--- config.mk ---
export PLATFORM = sky130hd
export DESIGN_NAME = ppsrw_top
export DESIGN_NICKNAME = d
export VERILOG_FILES = /design/src/common/ppsrw_pkg.sv /design/src/hdl/ppsrw_xlate.sv /design/src/hdl/ppsrw_top.sv
export SDC_FILE = /design/constraint.sdc
export NUM_CORES = 1
export LEC_CHECK = 0
export BUFFER_PORTS_ARGS = -buffer_cell sky130_fd_sc_hd__buf_2
export CAP_MARGIN = 20
export CORE_MARGIN = 2
export CORE_UTILIZATION = 45
export CTS_CLUSTER_DIAMETER = 150
export CTS_CLUSTER_SIZE = 40
export DETAILED_ROUTE_END_ITERATION = 6
export PLACE_DENSITY = 0.8
export REMOVE_ABC_BUFFERS = 1
export SETUP_SLACK_MARGIN = 0.2
export SYNTH_ARGS = -nofsm -noshare
export SYNTH_HDL_FRONTEND = slang
export SYNTH_SLANG_ARGS = --single-unit
--- constraint.sdc ---
create_clock -name SYS_CLK -period 2.9 [get_ports SYS_CLK]
set_input_delay 0.29 -clock SYS_CLK [delete_from_list [all_inputs] [get_ports SYS_CLK]]
set_output_delay 0.29 -clock SYS_CLK [all_outputs]
set_load 0.05 [all_outputs]
--- src/common/ppsrw_pkg.sv ---
// constants, types and address functions for the paged program-space read window
package ppsrw_pkg;

  // ------------------------------------------------------------------
  // widths
  // ------------------------------------------------------------------
  localparam int EA_W      = 16;
  localparam int PAGE_W    = 10;
  localparam int PS_ADDR_W = 24;
  localparam int WIN_W     = 15;

  // ------------------------------------------------------------------
  // field positions
  // ------------------------------------------------------------------
  localparam int PAGE_PSV_BIT = 9;
  localparam int EA_WIN_BIT   = 15;

  // ------------------------------------------------------------------
  // values and sizes
  // ------------------------------------------------------------------
  localparam logic [PAGE_W-1:0]    PSV_PAGE_MIN   = 10'h200;
  localparam logic [PAGE_W-1:0]    PAGE_RST       = 10'h001;
  localparam int                   WINDOW_BYTES   = 32768;
  localparam int                   PSV_SPAN_BYTES = 8388608;
  localparam logic [PS_ADDR_W-1:0] PS_ADDR_TOP    = 24'hFFFFFF;
  localparam logic [EA_W-1:0]      EA_RST         = 16'h0000;
  localparam logic [PS_ADDR_W-1:0] PS_ADDR_RST    = 24'h000000;

  // ------------------------------------------------------------------
  // address modification modes
  // ------------------------------------------------------------------
  typedef enum logic [1:0] {
    PPSRW_MODE_NONE,
    PPSRW_MODE_PRE,
    PPSRW_MODE_POST
  } ppsrw_mode_t;

  // ------------------------------------------------------------------
  // functions
  // ------------------------------------------------------------------
  function automatic logic ppsrw_is_paged(input logic [PAGE_W-1:0] page,
                                          input logic [EA_W-1:0]   ea);
    return page[PAGE_PSV_BIT] & ea[EA_WIN_BIT];
  endfunction

  function automatic logic [PS_ADDR_W-1:0] ppsrw_ps_addr(input logic [PAGE_W-1:0] page,
                                                         input logic [EA_W-1:0]   ea);
    return {page[PAGE_PSV_BIT-1:0], ea[WIN_W-1:0]};
  endfunction

endpackage

--- src/hdl/ppsrw_xlate.sv ---
// effective address modification and program-space translation
module ppsrw_xlate
  import ppsrw_pkg::*;
(
  input  wire logic [PAGE_W-1:0]    page,
  input  wire logic [EA_W-1:0]      ea,
  input  wire logic [EA_W-1:0]      offset,
  input  wire ppsrw_mode_t          mode,
  output logic      [EA_W-1:0]      ea_eff,
  output logic      [EA_W-1:0]      ptr_next,
  output logic                      paged,
  output logic      [PS_ADDR_W-1:0] ps_addr
);

  logic [EA_W-1:0] ea_sum;

  // ------------------------------------------------------------------
  // pre/post modification
  // ------------------------------------------------------------------
  always_comb begin
    // wraps in 16 bits like the pointer register itself
    ea_sum   = ea + offset;
    ea_eff   = ea;
    ptr_next = ea;
    case (mode)
      PPSRW_MODE_PRE: begin
        ea_eff   = ea_sum;
        ptr_next = ea_sum;
      end
      PPSRW_MODE_POST: begin
        ea_eff   = ea;
        ptr_next = ea_sum;
      end
      default: begin
        ea_eff   = ea;
        ptr_next = ea;
      end
    endcase
  end

  // ------------------------------------------------------------------
  // translation
  // ------------------------------------------------------------------
  always_comb begin
    paged   = ppsrw_is_paged(page, ea_eff);
    ps_addr = ppsrw_ps_addr(page, ea_eff);
  end

endmodule // ppsrw_xlate

--- src/hdl/ppsrw_top.sv ---
// paged program-space read window: page holding, routing and checks
// Overview of operation
// - with page bit 9 and address bit 15 both set, page bits 8..0 sit above address bits 14..0 to make a 24-bit read address.
// - only the upper half of the data address range, with the page, yields a program-space address.
// - each page value of 0x200 or more picks one 32-Kbyte window and the next page value the next window.
// - page and upper address together reach a visible program space of up to 16 Mbytes.
// - program space is reached only with a page of 0x200 or more, which software loads beforehand.
// - the paged path only reads program space and never writes it.
// - plain moves reach the paged space linearly, also with pre- or post-modified addresses.
module ppsrw_top
  import ppsrw_pkg::*;
(
  input  wire logic                     SYS_CLK,
  input  wire logic                     RSTN,
  input  wire logic                     PAGE_WE,
  input  wire logic [PAGE_W-1:0]        PAGE_WDATA,
  output logic      [PAGE_W-1:0]        PAGE_Q,
  input  wire logic                     REQ_VALID,
  input  wire logic                     REQ_WRITE,
  input  wire ppsrw_pkg::ppsrw_mode_t   REQ_MODE,
  input  wire logic [EA_W-1:0]          REQ_EA,
  input  wire logic [EA_W-1:0]          REQ_OFFSET,
  input  wire logic [EA_W-1:0]          REQ_WDATA,
  output logic      [EA_W-1:0]          PTR_NEXT,
  output logic                          PS_RD_EN,
  output logic      [PS_ADDR_W-1:0]     PS_RD_ADDR,
  output logic                          DS_EN,
  output logic                          DS_WE,
  output logic      [EA_W-1:0]          DS_ADDR,
  output logic      [EA_W-1:0]          DS_WDATA,
  output logic                          WR_REJECT
);

  import ppsrw_pkg::*;

  // ------------------------------------------------------------------
  // state
  // ------------------------------------------------------------------
  logic [PAGE_W-1:0]    page_q,    page_d;
  logic [EA_W-1:0]      ptr_q,     ptr_d;
  logic                 ps_en_q,   ps_en_d;
  logic [PS_ADDR_W-1:0] ps_addr_q, ps_addr_d;
  logic                 ds_en_q,   ds_en_d;
  logic                 ds_we_q,   ds_we_d;
  logic [EA_W-1:0]      ds_addr_q, ds_addr_d;
  logic [EA_W-1:0]      ds_wd_q,   ds_wd_d;
  logic                 rej_q,     rej_d;

  logic [EA_W-1:0]      ea_eff;
  logic [EA_W-1:0]      ptr_next;
  logic                 paged;
  logic [PS_ADDR_W-1:0] ps_addr;

  // ------------------------------------------------------------------
  // translation
  // ------------------------------------------------------------------
  ppsrw_xlate u_xlate (
    .page     (page_q),
    .ea       (REQ_EA),
    .offset   (REQ_OFFSET),
    .mode     (REQ_MODE),
    .ea_eff   (ea_eff),
    .ptr_next (ptr_next),
    .paged    (paged),
    .ps_addr  (ps_addr)
  );

  // ------------------------------------------------------------------
  // page holding
  // ------------------------------------------------------------------
  // a request in the same cycle as a page load still sees the old page
  always_comb begin
    page_d = page_q;
    if (PAGE_WE) begin
      page_d = PAGE_WDATA;
    end
  end

  always_ff @(posedge SYS_CLK or negedge RSTN) begin
    if (!RSTN) begin
      page_q <= PAGE_RST;
    end else begin
      page_q <= page_d;
    end
  end

  // ------------------------------------------------------------------
  // access routing
  // ------------------------------------------------------------------
  always_comb begin
    ptr_d     = ptr_q;
    ps_en_d   = 1'b0;
    ps_addr_d = ps_addr_q;
    ds_en_d   = 1'b0;
    ds_we_d   = 1'b0;
    ds_addr_d = ds_addr_q;
    ds_wd_d   = ds_wd_q;
    rej_d     = 1'b0;
    if (REQ_VALID) begin
      ptr_d = ptr_next;
      if (paged && REQ_WRITE) begin
        // no write port into program space exists; drop and flag
        rej_d = 1'b1;
      end else if (paged) begin
        ps_en_d   = 1'b1;
        ps_addr_d = ps_addr;
      end else begin
        ds_en_d   = 1'b1;
        ds_we_d   = REQ_WRITE;
        ds_addr_d = ea_eff;
        ds_wd_d   = REQ_WDATA;
      end
    end
  end

  always_ff @(posedge SYS_CLK or negedge RSTN) begin
    if (!RSTN) begin
      ptr_q     <= EA_RST;
      ps_en_q   <= 1'b0;
      ps_addr_q <= PS_ADDR_RST;
      ds_en_q   <= 1'b0;
      ds_we_q   <= 1'b0;
      ds_addr_q <= EA_RST;
      ds_wd_q   <= EA_RST;
      rej_q     <= 1'b0;
    end else begin
      ptr_q     <= ptr_d;
      ps_en_q   <= ps_en_d;
      ps_addr_q <= ps_addr_d;
      ds_en_q   <= ds_en_d;
      ds_we_q   <= ds_we_d;
      ds_addr_q <= ds_addr_d;
      ds_wd_q   <= ds_wd_d;
      rej_q     <= rej_d;
    end
  end

  // ------------------------------------------------------------------
  // outputs
  // ------------------------------------------------------------------
  assign PAGE_Q     = page_q;
  assign PTR_NEXT   = ptr_q;
  assign PS_RD_EN   = ps_en_q;
  assign PS_RD_ADDR = ps_addr_q;
  assign DS_EN      = ds_en_q;
  assign DS_WE      = ds_we_q;
  assign DS_ADDR    = ds_addr_q;
  assign DS_WDATA   = ds_wd_q;
  assign WR_REJECT  = rej_q;

  // ------------------------------------------------------------------
  // checks
  // ------------------------------------------------------------------
  a_psv_addr_form: assert property (
    @(posedge SYS_CLK) disable iff (!RSTN)
    (REQ_VALID && !REQ_WRITE && page_q[PAGE_PSV_BIT] && ea_eff[EA_WIN_BIT])
    |=> PS_RD_EN && PS_RD_ADDR == {$past(page_q[8:0]), $past(ea_eff[14:0])})
    else $error("paged read address not formed from page and address");

  a_upper_half_only: assert property (
    @(posedge SYS_CLK) disable iff (!RSTN)
    PS_RD_EN |-> $past(ea_eff[EA_WIN_BIT]) && $past(REQ_VALID))
    else $error("program read from lower half of data space");

  a_window_step: assert property (
    @(posedge SYS_CLK) disable iff (!RSTN)
    (PS_RD_EN && $past(PS_RD_EN) && $past(page_q) == $past(page_q, 2) + 10'h001
     && $past(ea_eff) == $past(ea_eff, 2))
    |-> PS_RD_ADDR - $past(PS_RD_ADDR) == 24'h008000)
    else $error("next page did not select next 32K window");

  a_span_top: assert property (
    @(posedge SYS_CLK) disable iff (!RSTN)
    (REQ_VALID && !REQ_WRITE && page_q == 10'h3FF && ea_eff == 16'hFFFF)
    |=> PS_RD_EN && PS_RD_ADDR == PS_ADDR_TOP)
    else $error("top of visible program space not reached");

  a_page_min: assert property (
    @(posedge SYS_CLK) disable iff (!RSTN)
    PS_RD_EN |-> $past(page_q) >= PSV_PAGE_MIN)
    else $error("program space reached with page below minimum");

  a_no_ps_write: assert property (
    @(posedge SYS_CLK) disable iff (!RSTN)
    (REQ_VALID && REQ_WRITE && paged) |=> WR_REJECT && !PS_RD_EN && !DS_EN && !DS_WE)
    else $error("write through paged window not refused");

  a_post_modify: assert property (
    @(posedge SYS_CLK) disable iff (!RSTN)
    (REQ_VALID && REQ_MODE == PPSRW_MODE_POST)
    |=> PTR_NEXT == $past(REQ_EA) + $past(REQ_OFFSET)
        && (PS_RD_EN || DS_EN || WR_REJECT)
        && (!DS_EN || DS_ADDR == $past(REQ_EA)))
    else $error("post-modified access used wrong address");

  a_pre_modify: assert property (
    @(posedge SYS_CLK) disable iff (!RSTN)
    (REQ_VALID && REQ_MODE == PPSRW_MODE_PRE && !paged)
    |=> DS_EN && DS_ADDR == $past(REQ_EA) + $past(REQ_OFFSET))
    else $error("pre-modified access used wrong address");

  a_plain_data: assert property (
    @(posedge SYS_CLK) disable iff (!RSTN)
    (REQ_VALID && !(page_q[PAGE_PSV_BIT] && ea_eff[EA_WIN_BIT]))
    |=> DS_EN && !PS_RD_EN && !WR_REJECT && DS_ADDR == $past(ea_eff)
        && DS_WE == $past(REQ_WRITE))
    else $error("unpaged access not routed to data space");

  a_idle_quiet: assert property (
    @(posedge SYS_CLK) disable iff (!RSTN)
    !REQ_VALID |=> !PS_RD_EN && !DS_EN && !WR_REJECT)
    else $error("strobe without request");

endmodule // ppsrw_top

Word-level counts from Yosys, hierarchy flattened
Cells that the tools add are included.

Bitwise gates (word level): 3. Equality and inequality tests: 2. Mux-type cells: 13. Reductions and logical operators: 4. $add $sub $neg: 1.

Operators with widths (number): $mux W16 (2); $add A16 B16 Y16 (1); $mux W1 (11); $reduce_and A3 Y1 (2); $eq A2 B1 Y1 const B (1); $eq A2 B2 Y1 const B (1); $not A1 Y1 (2); $reduce_or A2 Y1 (1); $and A1 B1 Y1 (1); $logic_and A1 B1 Y1 (1).

Input bits: 65. Logic and storage cells: 32. Bits in registers: 86.

Longest topological paths before layout
Depth after elaboration: 6. Mapped depth: 11. Depth with buffers taken out: 10.

By module
Synthesis repeated with hierarchy kept, for this count alone.

Cells, all modules: 369. Area, all modules: 4694.5 um^2.

Modules (own cells, without submodules): ppsrw_top (sequential area each 2153.3 um^2, area each 3347.0 um^2, times used 1, cells an instance 182); ppsrw_xlate (sequential area each 0.0 um^2, area each 1347.5 um^2, times used 1, cells an instance 187).

Worst setup path before layout
No wires, ideal clock.

Path type: input port to flip-flop. From: input port REQ_EA[10]. To: register ds_addr_q[0], in the netlist DS_ADDR[0]. Path buffers: 2. Arrival: 2597 ps. Required time: 2775 ps. Setup slack: 178 ps. Setup time: 125 ps. Stages on the path: 10. Path through: ha_1 -> a21oi_1 -> o21ai_1 -> a311oi_4 -> a21oi_1 -> nor4_4 -> and2_4 -> buf_12 -> buf_12 -> mux2_4.

Word-level cells in the longest chain between the ends: 6.

RTL lines: start, declared (line ppsrw_top.sv:21) `input wire logic [EA_W-1:0] REQ_EA,`; $add A16 B16 Y16 (*) (line ppsrw_xlate.sv:22) `ea_sum = ea + offset;`; $mux W16 (*) (line ppsrw_xlate.sv:25) `case (mode)`; $and A1 B1 Y1 (*) (line ppsrw_pkg.sv:43) `return page[PAGE_PSV_BIT] & ea[EA_WIN_BIT];`; $logic_and A1 B1 Y1 (line ppsrw_top.sv:101) `if (paged && REQ_WRITE) begin`; $not A1 Y1 (no source line); $reduce_and A3 Y1 (no source line) (*); end signal, assigned (line ppsrw_top.sv:132) `ds_addr_q <= ds_addr_d;`; end, declared (line ppsrw_top.sv:45) `logic [EA_W-1:0] ds_addr_q, ds_addr_d;`.

Mark *: on every way between the ends. The rest lies on a longest branch, timed or not. A chain may end at the register's enable or synchronous reset.

Worst setup path in the final report
From: input port REQ_EA[13]. To: register ds_wd_q[0], in the netlist DS_WDATA[0].

Word-level cells in the longest chain between the ends: 6.

RTL lines: $add A16 B16 Y16 (*) (line ppsrw_xlate.sv:22); $mux W16 (*) (line ppsrw_xlate.sv:25); $and A1 B1 Y1 (*) (line ppsrw_pkg.sv:43); $logic_and A1 B1 Y1 (line ppsrw_top.sv:101); $not A1 Y1 (no source line); $reduce_and A3 Y1 (no source line) (*); end signal, assigned (line ppsrw_top.sv:133) `ds_wd_q <= ds_wd_d;`; end, declared (line ppsrw_top.sv:46) `logic [EA_W-1:0] ds_wd_q, ds_wd_d;`.

Marked as above.

==> results by group <==
Critical path
  • Element type at the critical path start: primary input
  • Kind of end point of the critical path: flip-flop
  • Data arrival at the endpoint of the critical path: 2.82 ns
  • Critical path start-end classification: primary input to flip-flop
  • Worst Reg2Reg Path Length in Cells: 6
  • Count of buffer and inverter cells on the critical path: 3
  • Total number of cells along the worst setup path: 11
  • Required time of the worst setup path: 3.15 ns
  • Crit-path max cell delay: 0.40 ns
  • Reg2Reg Capture Point: PS_RD_ADDR[19]
  • Slowest cell on crit path: nor4_4
  • Crit-path cells: buf_2 > ha_2 > a21oi_1 > a21boi_0 > a311oi_4 > buf_4 > a2111oi_4 > nor4_4 > and2_4 > buf_4 > mux2_2
  • Kind of cell adding the most delay to the critical path: compound AO/OA/AOI/OAI gates
  • Cell seen most often among critical-path stages: buf_4
  • Critical R2R Launch: PAGE_Q[9]
  • Highest net fanout along the worst path: 6
  • Minimum setup slack among reg-to-reg paths: 0.89 ns

Power and ir drop
  • Maximum resistive drop on vdd: 441 uV
  • Total power: 0.00474 W
  • Pwr Density: 813 nW/um2
  • Static leakage: 2.87 nW

Synth
  • Leading register cell type out of synthesis: dfrtp_1
  • Mean instance size in the synthesized netlist: 12.9 um2
  • Fraction of synthesis flops using an asynchronous set or reset pin: 100%
  • Area share of the leading cell type in the synthesized netlist: 46.3%
  • Largest cells by area after synthesis: dfrtp_1 (46%), mux2_4 (15%), mux2_2 (6.9%)
  • Number of warnings reported in the yosys synthesis log: 0
  • Cell type with the highest aggregate area in the netlist: dfrtp_1
  • Synth unique cells: 49
  • Flops & latches, synth: 86
  • Post-synth EDFFs: 0
  • Proportion of synthesized chip area in sequential cells: 46.8%
  • Post-synthesis instance total: 356
  • Count leader, synth: dfrtp_1
  • Mapped Area: 4600 um2
  • Synth top cells by count: dfrtp_1 (85), mux2_4 (46), a21oi_1 (28), mux2_2 (28), nor2_1 (20)

Detailed routing
  • TritonRoute pass-1 iters: 4
  • Average detailed-routed wire length per instance: 16.4 um
  • Via count: 3365
  • Drt first-iter violations: 124
  • Routed Antenna Nets: 0
  • Detail-routed via count per cell: 5.08
  • Final Routed Wirelength: 10800 um
  • Remaining routing DRC violations: 0

CTS
  • TritonCTS clock tree: yes
  • Clock root buffer: clkbuf_8
  • Number of buffers on the longest clock path: 2
  • Clock buffers created by TritonCTS: 9
  • Clock sinks: 86
  • Clock edge transition at the registers on the reported setup and hold paths: 0.09 ns
  • # H-tree levels: 3
  • Number of buffers added for setup after CTS: 0
  • Later-pin clock latency in the skew report: 0.36 ns

Final layout
  • Fraction of final layout cells with drive strength greater than 1: 53.1%
  • Number of nets in the layout: 606
  • Signed area change from the synthesized netlist to the final layout: 26.9%
  • Count of inserted antenna diode cells: 0
  • Post-layout utilization of the core: 59.2%

GRT
  • Vias in the first global route: 3534
  • Maximum number of pins on one net before global-route repair: 87
  • Most Used Layer, Global Route: met2
  • GR met3 Demand/Resource: 5.18%
  • Number of antenna violations at the first check in global routing: 0
  • Total track usage: 19.7%
  • Overall overflow remaining after global route: 0
  • Global-route wire length before repair: 17200 um
  • Met1 demand-to-capacity share in global routing: 25.7%
  • Grt met2 use: 31.3%

Timing
  • RSZ-0062 raised after global routing: no
  • Final setup viols: 0
  • Slew margin rel.: 61.7%
  • Fraction of the cycle the final worst path needs: 88.6%
  • Slew @ Worst Pin: 0.575 ns
  • Count of pins over their slew limit: 0
  • Number of hold-slack violations in the final timing report: 0
  • Maximum clock skew at final layout: 0.0104 ns
  • Shortest period the worst path allows: 2.57 ns
  • Maximum clock rate: 389 MHz

Status
  • Outcome: completed

Floorplanning
  • Number of rows in the core area: 36
  • Width of the chip: 105 um
  • Die Outline Area: 11000 um2
  • Core region area: 9860 um2
  • Initial Util: 46.6%
  • Top-level I/O count: 151
  • Die boundary height: 105 um

Hold path
  • Path category of the worst min-delay check: primary input to flip-flop
  • Number of cells on the worst hold path: 3
  • Endpoint, Worst Hold: PAGE_Q[9]
  • Source of the worst hold timing path: PAGE_WDATA[9]

Placement
  • HPWL after DPL: 8050 um
  • Quantity of I/O buffers inserted on ports: 150
  • Final weighted congestion in routability-driven placement: 0.840

Run
  • Max-cap viol count: 0
-- worst min-delay path: stages --
cell and delay (ns):
buf_2 0.07, nand2_1 0.05, o21ai_0 0.06
-- cell families after synthesis --
logic type	after synthesis	synth area share [%]
adder cells (fa/ha/maj)	17	4.79
buffers and inverters	26	4.27
AND/OR/NAND/NOR	60	6.97
flip-flops	86	46.8
XOR/XNOR	14	2.67
multiplexers	87	24.7
AO/OA/AOI/OAI	66	9.77
-- layout by cell type (no fill, tap or decap), types with 2 or more instances in the layout --
cell type / instances
bufinv_16: 2
o21ai_0: 8
ha_2: 2
or2_2: 2
mux2_4: 46
buf_2: 149
nand3_1: 4
mux2i_1: 13
a21oi_1: 27
nand2_1: 15
inv_1: 10
buf_12: 2
nand2b_1: 2
buf_4: 18
nor2_1: 20
a21boi_0: 3
xnor2_1: 10
o21ai_2: 3
o21bai_1: 2
ha_1: 14
o211ai_1: 3
a21oi_2: 2
clkbuf_8: 10
xor2_1: 4
a21o_1: 4
nor2b_1: 2
nor3_1: 3
a31oi_1: 4
mux2_2: 28
dfrtp_1: 85
and3_1: 2
o21a_1: 4
-- what timing repair did --
item | in CTS | in global routing
endpoints found under the hold margin | 0 | 24
endpoints found under the setup margin | 0 | 27
gates resized for setup | 0 | 5
hold buffers | 0 | 1
-- where the power goes --
group / leakage [nW] / switching [W] / total [W] / internal [W]
Sequential: 1.01 / 0.000157 / 0.00163 / 0.00148
Combinational: 1.75 / 0.00146 / 0.00216 / 0.000695
Clock: 0.110 / 0.000438 / 0.000949 / 0.000511
Total: 2.87 / 0.00206 / 0.00474 / 0.00268
-- layer usage --
layer / up-vias / part of all wire (%) / wire, um
li1: 1602 / - / -
met3: 22 / 6.1 / 661
met4: 0 / 1.9 / 206
met5: - / 0 / 0
met2: 99 / 48 / 5160
met1: 1642 / 44 / 4810
-- per-stage QoR --
| stage | cells | TNS, ns | area [um2] | hold slack (ns) | setup WS, ns |
|---|---|---|---|---|---|
| CTS | 659 | 0 | 5760 | 0.121 | 0.322 |
| global route | 662 | 0 | 5840 | 0.136 | 0.202 |
| floorplan | 340 | -5.75 | 4440 | -0.00559 | -0.299 |
| global placement | 643 | 0 | 5530 | 0.456 | 0.0343 |
| finish | 662 | 0 | 5840 | 0.140 | 0.332 |
| detailed placement | 643 | -1.01 | 5530 | 0.482 | -0.0550 |
-- layout make-up --
| cell class | count | area, um2 |
|---|---|---|
| flip-flops and latches | 86 | 2150 |
| inverters | 10 | 37.5 |
| well taps | 133 | 166 |
| repair buffers | 173 | 995 |
| clock inverters | 5 | 81.3 |
| multi-input cells | 244 | 2260 |
| fillers | 832 | 4030 |
| clock buffers | 11 | 141 |
-- how the worst max path moves through the flow --
stage | to | from | slack (ns)
2_1_floorplan | PS_RD_ADDR[19] | REQ_EA[10] | -0.30
3_3_place_gp | DS_ADDR[6] | REQ_EA[8] | 0.03
3_5_place_dp | DS_WDATA[3] | REQ_EA[13] | -0.05
4_1_cts | DS_ADDR[9] | REQ_EA[13] | 0.32
5_1_grt | DS_WDATA[15] | REQ_EA[13] | 0.20
6_report | DS_WDATA[0] | REQ_EA[13] | 0.33
-- sequential cells by signal, summed over array words and instances, names as in the netlist --
name / flops
DS_WE: 1
WR_REJECT: 1
DS_ADDR: 16
DS_EN: 1
PAGE_Q: 10
PS_RD_ADDR: 24
PS_RD_EN: 1
DS_WDATA: 16
PTR_NEXT: 16
Power figures use the tool's default switching activity.
